## src/ecp_rev_defs.svh

```systemverilog
// timing counts, pad byte and block limit for the ecp reverse data handshake
`ifndef ECP_REV_DEFS_SVH
`define ECP_REV_DEFS_SVH
`define ECP_REV_CLK_HZ 10000000
`define ECP_REV_TURN_MIN_SCLK 5
`define ECP_REV_TURN_MAX_SCLK 8
`define ECP_REV_ACK_MIN_SCLK 3
`define ECP_REV_ACK_MAX_SCLK 4
`define ECP_REV_REL_MAX_SCLK 3
`define ECP_REV_FETCH_MAX_BCLK 13
`define ECP_REV_HOST_SETUP_NS 50
`define ECP_REV_HOST_SETUP_CYC ((`ECP_REV_HOST_SETUP_NS * (`ECP_REV_CLK_HZ / 1000000) + 999) / 1000)
`define ECP_REV_HOST_HANDBACK_NS 500
`define ECP_REV_HOST_HANDBACK_CYC ((`ECP_REV_HOST_HANDBACK_NS * (`ECP_REV_CLK_HZ / 1000000) + 999) / 1000)
`define ECP_REV_HOST_ACCEPT_S 1
`define ECP_REV_HOST_ACCEPT_CYC (`ECP_REV_HOST_ACCEPT_S * `ECP_REV_CLK_HZ)
`define ECP_REV_PAD_BYTE 8'h00
`define ECP_REV_MAX_BLOCK 16
`endif

```

## src/ecp_rev_pkg.sv

```systemverilog
// shared types for the ecp reverse data handshake
package ecp_rev_pkg;
	typedef enum logic [2:0] {
		DEV_FWD, DEV_TURN, DEV_FETCH, DEV_ACK_WAIT, DEV_ACK_LOW, DEV_ACK_RISE, DEV_BYTE_END,
		DEV_RELEASE
	} dev_state_t;
	typedef enum logic [2:0] {
		HOST_FWD, HOST_REQ, HOST_WAIT_PE, HOST_WAIT_ACK, HOST_SETUP, HOST_WAIT_RISE,
		HOST_ACCEPT, HOST_HANDBACK
	} host_state_t;
endpackage

```

## src/ecp_rev_if.sv

```systemverilog
// parallel port lines between peripheral and host
`timescale 1ns/10ps
interface ecp_rev_if;
	logic host_init_line_n;
	logic host_autofeed_line_n;
	logic paper_error_line;
	logic peripheral_ack_line_n;
	logic busy_indicator;
	logic fault_hint_line_n;
	logic [7:0] dev_data_o;
	logic dev_data_oe;
	logic [7:0] host_data_o;
	logic host_data_oe;
	logic [7:0] port_data_lines;
	// wire level resolved from the two enables; contention reads as the device value
	assign port_data_lines = dev_data_oe ? dev_data_o : (host_data_oe ? host_data_o : 8'hff);
	modport device (
		input host_init_line_n, host_autofeed_line_n, port_data_lines,
		output paper_error_line, peripheral_ack_line_n, busy_indicator, fault_hint_line_n,
		output dev_data_o, dev_data_oe
	);
	modport host (
		output host_init_line_n, host_autofeed_line_n, host_data_o, host_data_oe,
		input paper_error_line, peripheral_ack_line_n, busy_indicator, fault_hint_line_n,
		input port_data_lines
	);
endinterface

```

## src/ecp_rev_device.sv

```systemverilog
// peripheral end: reverse data engine with a two-entry byte buffer
`timescale 1ns/10ps
`include "ecp_rev_defs.svh"
module ecp_rev_device
	import ecp_rev_pkg::*;
#(
	parameter int DEPTH = 2,
	parameter int MAX_BLOCK = `ECP_REV_MAX_BLOCK,
	parameter int BCLK_DIV = 2
) (
	input wire logic MCLK_IN,
	input wire logic NRST_IN,
	ecp_rev_if.device PORT,
	input wire logic [7:0] SRC_DATA_IN,
	input wire logic SRC_VALID_IN,
	output logic SRC_READY_OUT,
	output logic REVERSE_ACTIVE_OUT,
	output logic PAD_ACTIVE_OUT
);
	localparam int CW = 5;
	localparam int FETCH_CYC = `ECP_REV_FETCH_MAX_BCLK * BCLK_DIV;
	typedef struct packed {
		logic [1:0] init_s;
		logic [1:0] alf_s;
		dev_state_t st;
		logic [CW-1:0] cnt;
		logic [7:0] buf0;
		logic [7:0] buf1;
		logic [1:0] fill;
		logic [15:0] sent;
		logic pe;
		logic ack_n;
		logic busy;
		logic [7:0] dout;
		logic oe;
		logic src_ready;
		logic pad_r;
	} dev_s_t;
	dev_s_t s_reg;
	dev_s_t s_next;
	logic init_on;
	logic alf_on;
	logic have_byte;
	logic [7:0] head;
	logic pad;

	// ----------------------------------------
	// next state
	// ----------------------------------------
	always_comb begin
		s_next = s_reg;
		s_next.init_s = {s_reg.init_s[0], ~PORT.host_init_line_n};
		s_next.alf_s = {s_reg.alf_s[0], ~PORT.host_autofeed_line_n};
		init_on = s_reg.init_s[1];
		alf_on = s_reg.alf_s[1];
		pad = (s_reg.sent >= 16'(MAX_BLOCK));
		have_byte = pad || (s_reg.fill != 2'd0);
		head = pad ? `ECP_REV_PAD_BYTE : s_reg.buf0;
		// two-entry buffer fill from the source
		if (SRC_VALID_IN && s_reg.src_ready && !pad) begin
			if (s_reg.fill == 2'd0)
				s_next.buf0 = SRC_DATA_IN;
			else
				s_next.buf1 = SRC_DATA_IN;
			s_next.fill = s_reg.fill + 2'd1;
		end
		if (s_reg.cnt != '0)
			s_next.cnt = s_reg.cnt - CW'(1);
		if (!init_on && s_reg.st != DEV_FWD && s_reg.st != DEV_RELEASE) begin
			// abort on forward request
			// zero count: release lands four clocks after init is let go
			s_next.st = DEV_RELEASE;
			s_next.cnt = CW'(`ECP_REV_ACK_MIN_SCLK - 3);
		end else begin
			unique case (s_reg.st)
				DEV_FWD: begin
					// both synced host lines asserted before turning the bus
					if (init_on && alf_on) begin
						s_next.st = DEV_TURN;
						s_next.cnt = CW'(`ECP_REV_TURN_MIN_SCLK - 3);
					end
				end
				DEV_TURN: begin
					if (s_reg.cnt == '0) begin
						s_next.pe = 1'b0;
						s_next.oe = 1'b1;
						s_next.dout = 8'hff;
						s_next.sent = '0;
						s_next.st = DEV_FETCH;
						s_next.cnt = CW'(FETCH_CYC);
					end
				end
				DEV_FETCH: begin
					// buffered byte or pad placed as soon as one is ready; the fetch count is never checked
					if (have_byte) begin
						s_next.dout = head;
						s_next.busy = 1'b1;
						s_next.st = DEV_ACK_WAIT;
						s_next.cnt = CW'(`ECP_REV_ACK_MIN_SCLK - 1);
					end
				end
				DEV_ACK_WAIT: begin
					if (s_reg.cnt == '0) begin
						s_next.ack_n = 1'b0;
						s_next.st = DEV_ACK_LOW;
					end
				end
				DEV_ACK_LOW: begin
					if (!alf_on) begin
						s_next.st = DEV_ACK_RISE;
						s_next.cnt = CW'(`ECP_REV_ACK_MIN_SCLK - 3);
					end
				end
				DEV_ACK_RISE: begin
					if (s_reg.cnt == '0) begin
						s_next.ack_n = 1'b1;
						if (!pad) begin
							s_next.buf0 = s_reg.buf1;
							s_next.fill = s_next.fill - 2'd1;
						end
						// saturate so a long pad run never wraps back to data
						if (s_reg.sent != 16'hffff)
							s_next.sent = s_reg.sent + 16'd1;
						s_next.st = DEV_BYTE_END;
					end
				end
				DEV_BYTE_END: begin
					if (alf_on) begin
						s_next.st = DEV_FETCH;
						s_next.dout = 8'hff;
					end
				end
				DEV_RELEASE: begin
					if (s_reg.cnt == '0) begin
						s_next.oe = 1'b0;
						s_next.busy = 1'b0;
						s_next.ack_n = 1'b1;
						s_next.pe = 1'b1;
						s_next.st = DEV_FWD;
					end
				end
			endcase
		end

		// ----------------------------------------
		// flags that follow the next state
		// ----------------------------------------
		s_next.pad_r = (s_next.sent >= 16'(MAX_BLOCK));
		// source refused when full, forward or padding
		s_next.src_ready = (s_next.fill < 2'(DEPTH)) && (s_next.st != DEV_FWD)
			&& !s_next.pad_r;
	end

	// ----------------------------------------
	// state register
	// ----------------------------------------
	always_ff @(posedge MCLK_IN or negedge NRST_IN) begin
		if (!NRST_IN) begin
			s_reg <= '{
				init_s: 2'b00,
				alf_s: 2'b00,
				st: DEV_FWD,
				cnt: '0,
				buf0: 8'h00,
				buf1: 8'h00,
				fill: 2'd0,
				sent: 16'h0000,
				pe: 1'b1,
				ack_n: 1'b1,
				busy: 1'b0,
				dout: 8'h00,
				oe: 1'b0,
				src_ready: 1'b0,
				pad_r: 1'b0
			};
		end else begin
			s_reg <= s_next;
		end
	end

	// ----------------------------------------
	// outputs
	// ----------------------------------------
	assign PORT.paper_error_line = s_reg.pe;
	assign PORT.peripheral_ack_line_n = s_reg.ack_n;
	assign PORT.busy_indicator = s_reg.busy;
	assign PORT.fault_hint_line_n = 1'b1;
	assign PORT.dev_data_o = s_reg.dout;
	assign PORT.dev_data_oe = s_reg.oe;
	assign SRC_READY_OUT = s_reg.src_ready;
	assign REVERSE_ACTIVE_OUT = s_reg.oe;
	assign PAD_ACTIVE_OUT = s_reg.pad_r;
endmodule

```

## src/flat_wrapper.sv

```systemverilog
// flat-port wrapper written by rule: the top's interface ports become plain ports
module ecp_rev_device_flat import ecp_rev_pkg::*;
#(
	parameter int DEPTH = 2,
	parameter int MAX_BLOCK = `ECP_REV_MAX_BLOCK,
	parameter int BCLK_DIV = 2
)
  (MCLK_IN, NRST_IN, SRC_DATA_IN, SRC_VALID_IN, SRC_READY_OUT, REVERSE_ACTIVE_OUT, PAD_ACTIVE_OUT, PORT_host_init_line_n, PORT_host_autofeed_line_n, PORT_paper_error_line, PORT_peripheral_ack_line_n, PORT_busy_indicator, PORT_fault_hint_line_n, PORT_dev_data_o, PORT_dev_data_oe);
  ecp_rev_if PORT_i ();
  input wire logic MCLK_IN;
  input wire logic NRST_IN;
  input wire logic [7:0] SRC_DATA_IN;
  input wire logic SRC_VALID_IN;
  output logic SRC_READY_OUT;
  output logic REVERSE_ACTIVE_OUT;
  output logic PAD_ACTIVE_OUT;
  input wire logic [$bits(PORT_i.host_init_line_n)-1:0] PORT_host_init_line_n;
  input wire logic [$bits(PORT_i.host_autofeed_line_n)-1:0] PORT_host_autofeed_line_n;
  output wire logic [$bits(PORT_i.paper_error_line)-1:0] PORT_paper_error_line;
  output wire logic [$bits(PORT_i.peripheral_ack_line_n)-1:0] PORT_peripheral_ack_line_n;
  output wire logic [$bits(PORT_i.busy_indicator)-1:0] PORT_busy_indicator;
  output wire logic [$bits(PORT_i.fault_hint_line_n)-1:0] PORT_fault_hint_line_n;
  output wire logic [$bits(PORT_i.dev_data_o)-1:0] PORT_dev_data_o;
  output wire logic [$bits(PORT_i.dev_data_oe)-1:0] PORT_dev_data_oe;
  assign PORT_i.host_init_line_n = PORT_host_init_line_n;
  assign PORT_i.host_autofeed_line_n = PORT_host_autofeed_line_n;
  assign PORT_paper_error_line = PORT_i.paper_error_line;
  assign PORT_peripheral_ack_line_n = PORT_i.peripheral_ack_line_n;
  assign PORT_busy_indicator = PORT_i.busy_indicator;
  assign PORT_fault_hint_line_n = PORT_i.fault_hint_line_n;
  assign PORT_dev_data_o = PORT_i.dev_data_o;
  assign PORT_dev_data_oe = PORT_i.dev_data_oe;
  ecp_rev_device #(.DEPTH(DEPTH), .MAX_BLOCK(MAX_BLOCK), .BCLK_DIV(BCLK_DIV)) u_core (.MCLK_IN(MCLK_IN), .NRST_IN(NRST_IN), .PORT(PORT_i), .SRC_DATA_IN(SRC_DATA_IN), .SRC_VALID_IN(SRC_VALID_IN), .SRC_READY_OUT(SRC_READY_OUT), .REVERSE_ACTIVE_OUT(REVERSE_ACTIVE_OUT), .PAD_ACTIVE_OUT(PAD_ACTIVE_OUT));
endmodule
```

## config.mk

```make
export PLATFORM = sky130hd
export DESIGN_NAME = ecp_rev_device_flat
export DESIGN_NICKNAME = d
export VERILOG_FILES = /design/src/ecp_rev_pkg.sv /design/src/ecp_rev_if.sv /design/src/ecp_rev_device.sv /design/src/flat_wrapper.sv
export VERILOG_INCLUDE_DIRS = /design/src
export SDC_FILE = /design/constraint.sdc
export NUM_CORES = 1
export LEC_CHECK = 0
export BUFFER_PORTS_ARGS = -buffer_cell sky130_fd_sc_hd__buf_2
export CORE_UTILIZATION = 50
export DETAILED_ROUTE_END_ITERATION = 7
export GPL_TIMING_DRIVEN = 0
export PLACE_DENSITY = 0.8
export SETUP_SLACK_MARGIN = 0.15
export SLEW_MARGIN = 20
export SYNTH_ARGS = -nofsm -noshare
export SYNTH_HDL_FRONTEND = slang
export SYNTH_SLANG_ARGS = --single-unit
export TNS_END_PERCENT = 50
```

## constraint.sdc

```tcl
create_clock -name MCLK_IN -period 3.65 [get_ports MCLK_IN]
set_input_delay 0.9125 -clock MCLK_IN [delete_from_list [all_inputs] [get_ports MCLK_IN]]
set_output_delay 0.9125 -clock MCLK_IN [all_outputs]
set_load 0.005 [all_outputs]
```

### Word level (Yosys, flattened, before mapping)

Cells that the tools add are included.
Widths: inputs -> output; s select.

* input port bits: 13
* register bits after elaboration: 60
* output and inout bits: 16
* bits in latches: 0
* ROM bits: 0
* memories: 0
* bits in writable memories: 0

* bitwise gates (word level): 4
* shift operators: 0
* order comparisons: 3
* equal/unequal tests: 15
* muxes and demuxes: 38
* multiply operators: 0
* add/sub/neg operators: 4
* reduce and logical (&&, ||, !) cells: 27
* div/mod/pow operators: 0

Operator list (count)
* $mux 8: 13
* $mux 18: 2
* $ge 16x5->1 const B: 2
* $pmux 16 s2: 1
* $mux 30: 1
* $pmux 3 s8: 1
* $pmux 8 s3: 1
* $pmux 5 s4: 1
* $mux 9: 2
* $mux 17: 1
* $add 16x1->16 const B: 1
* $mux 16: 1
* $ne 16x16->1 const B: 1
* $mux 3: 5
* $eq 3x3->1 const B: 4
* $ne 2x1->1 const B: 6
* $reduce_bool 3->1: 4
* $reduce_and 5->1: 2
* $reduce_and 4->1: 2
* $logic_and 1x1->1: 7
* $eq 3x2->1 const B: 2
* $pmux 1 s2: 3
* $reduce_bool 2->1: 3
* $logic_not 5->1: 1
* 17 further kinds: 24

### Depth between registers and ports, before layout

* depth after elaboration: 12
* mapped depth: 10

### Worst setup path before layout

Ideal clock, no wire load.

* path kind: register -> register
* from: register u_core.s_reg[48] (netlist name)
* to: register u_core.s_reg (netlist bit u_core.SRC_READY_OUT)
* arrival time: 2.131 ns
* setup slack: 1.451 ns
* setup time: 0.068 ns
* stages on the path, launching flop included: 10
* path buffers: 1
* path through: dfrtp_1 inv_1 ha_1 nor4b_4 buf_6 and3_1 a31oi_1 a211o_1 nor4_2 and4_1

RTL lines
* from (decl): line ecp_rev_device.sv:39 `dev_s_t s_reg;`
* from (signal assigned): line ecp_rev_device.sv:159 `s_reg <= '{`
* from (signal assigned): line ecp_rev_device.sv:177 `s_reg <= s_next;`

==> metrics.txt <==
Final Hold Fails 0; core area 6490 sq um; met2 WL post-DR 3630 microns; reg-to-reg startpoint u_core.s_reg[48]; initial drt markers 229; CTS root buffer clkbuf_8; Detailed Routing Iterations Pass 1 6; RSZ-0062 raised after global routing false; PortBufs 27; synthesized instance count ~380; Fmax between 300 and 400 MHz; WL/cell 16.2 microns; CP Data Arrival Time 3140 ps; Primary FF master, synth dfrtp_1; total of max-cap violations 0; max reg flops 42; pin count of the biggest net entering global routing 61; placed insts 485; antenna viol nets, final 0; area grow syn2layout 13.3%; Post-synth EDFFs 0; H-tree depth 3; startpoint type of the worst setup path flip-flop; Mean Syn Cell Area 9.05 sq um; Setup TNS Final 0 ps; DIE AREA 7240 sq um; Post-CTS Hold Fix Bufs 0; IO Count 29; # nets final 438; Flop pwr share between 30% and 40%; clock transition at the registers of the reported paths 70 ps; Logic pwr share 37.8%; via count 2,982; antenna fix cells 0; global-route wire length before repair roughly 13,000 microns; CP endpoint kind flip-flop; Die Wd 85.1 microns; CTS max path bufs 2; switching share of total power 35.5%; layout cell share with drive strength beyond 1 17.9%; period utilisation layout 78.3%; vias in the first global route ~2,800; sequential fraction of the synthesis area 43.6%; Static Leak 1.68 nW; post-synthesis net count 400; worst-case clock skew 14.7 ps; grt total ovfl 0; Crit. Startpoint u_core.s_reg[48]; fin area 3910 sq um; Syn. warnings 0; final setup fails 0; Routed WL between 8000 and 9000 microns; P_sw 0.000972 W; Clock Power Share 24.8%; slew margin rel. 43.6%; pwr dens 700 nW/um^2; Place WS 883 ps; Buf/Inv on CP 2; Synth Register Bits 60; Worst Path Max Fanout 8; total CTS buffers 9; postcts setup bufs 0; Layout Cells excl Fill between 500 and 600; Overall Global Routing Usage approximately a quarter; starting density of the core 53.1%; Worst Hold Launch u_core.s_next[59]; worst skew pair latency between 300 and 400 ps; setup ws final 791 ps; P_int 0.00176 W; Post-DP HPWL between 5000 and 6000 microns; Largest stage delay, worst path around 460 ps; ys async rst share 100%; dpl cell area between 3000 and 4000 sq um; Core Rows 29; Cell Chain, Critical Path inv_1 > ha_1 > nor4b_4 > inv_2 > nor2_1 > nand3_1 > xnor2_1 > mux2i_1 > nor3_1 > and4_1; initial antenna violation count 0; Vias/cell 5.95; commonest non-fill, non-tap cell in the layout dfrtp_1; Mapped Area about 3400 sq um; Period minus WS final 2860 ps; worst slew pin tran 837 ps; Die Ht 85.1 microns; CP max-delay cell nor4b_4; cell family with most CP delay simple AND/OR/NAND/NOR gates; wl on met1 just under 4000 microns; routability cong. 0.921; WS Path Type flip-flop to flip-flop; CTS resizes 0; fin. max-slew vios 0; status completed; Max rail drop VDD 0.398 mV; Residual DRC 0; commonest cells after routing, fill and taps aside dfrtp_1, a21oi_1, nand2_1, nor2_1, buf_2; required time worst endpoint slightly below 4000 ps; worst hold path type flip-flop to flip-flop; met3 wire length 434 microns; clock sink count 60; Max Used Layer met4; CTS tree built; Distinct cells, synth 59
[worst paths after layout]
check	endpoint	depth (start not counted)	slack [ps]
worst max-delay path	u_core.SRC_READY_OUT	10	790
worst min-delay path	u_core.init_on	0	350
worst max register to register	u_core.SRC_READY_OUT	10	790
worst min register to register	u_core.init_on	0	350
max in group asynchronous	u_core.s_next[57]	1	2530
min in group asynchronous	u_core.PORT.dev_data_o[7]	1	630
[cells by family (layout without fill, tap and decap cells)]
logic type / after synthesis / in the layout / synth area share (%)
compound gates: 104 / 104 / 18.8
mux: 19 / 19 / 5.88
fa+ha+maj: 6 / 6 / 2.18
buf+inv: 49 / 92 / 6.82
other cells: 1 / 1 / 0.109
simple gates: 136 / 136 / 21.1
xor+xnor: 6 / 6 / 1.52
flops: 60 / 60 / 43.6
[cell type report]
type | count | area [sq um]
clock inverter | 6 | 86.3
timing repair buffer | 27 | 138
clock buffer | 10 | 138
fill | 551 | 2590
buffer | 30 | 164
multi-input combinational | 272 | 1710
sequential | 60 | 1500
tap | 77 | 96.3
inverter | 19 | 71.3
[per-layer routing]
metal  track usage [%]  vias up
li1                  -     1437
met4              8.01        0
met2              36.1       92
met5                 0        -
met3              6.03       15
met1              33.9     1438
[power by group through the flow]
stage               clock network, W  registers, W  logic, W
global placement                   0       0.00102  0.000988
global route                0.000715       0.00105   0.00115
floorplan                          0      0.000997  0.000771
detailed placement                 0       0.00103   0.00103
CTS                         0.000685       0.00102   0.00103
finish                      0.000679       0.00102   0.00103
[Yosys cell counts (2+ instances only)]
master,instances,area [sq um]
xnor2_1,5,43.8
nor3_1,8,40.0
ha_1,6,75.1
a31oi_1,8,50.1
dfstp_2,2,52.6
o21ai_0,21,105
buf_2,2,10.0
nand3b_1,2,15.0
nor4_1,9,56.3
inv_1,18,67.6
o31a_1,3,26.3
and3_1,8,50.1
nor2_1,34,128
a211oi_1,4,30.0
and2_1,3,18.8
a21oi_1,44,220
o22a_1,5,43.8
buf_4,11,82.6
mux2i_1,9,90.1
dfrtp_1,58,1450
o211a_1,2,20.0
nand3_1,12,60.1
and4_1,3,26.3
or3_1,2,12.5
nand4b_1,2,17.5
o21a_1,3,22.5
mux2_2,10,113
clkbuf_1,16,60.1
o2bb2ai_1,2,17.5
nor2b_1,5,31.3
nand2_1,36,135
[through the flow]
stage               hold slack (ps)  util, %  total power [W]
global placement                332     56.7          0.00201
finish                          350     60.2          0.00274
CTS                             350     60.2          0.00274
detailed placement              336     56.7          0.00206
global route                    373     60.2          0.00291
floorplan                       331        -          0.00177
[worst register-to-register path: stages, from the launching register on]
cell and delay, ps:
dfrtp_1 370, inv_1 100, ha_1 200, nor4b_4 460, inv_2 180, nor2_1 440
nand3_1 180, xnor2_1 180, mux2i_1 120, nor3_1 330, and4_1 230
No activity file was read; power rests on OpenSTA's default activity.
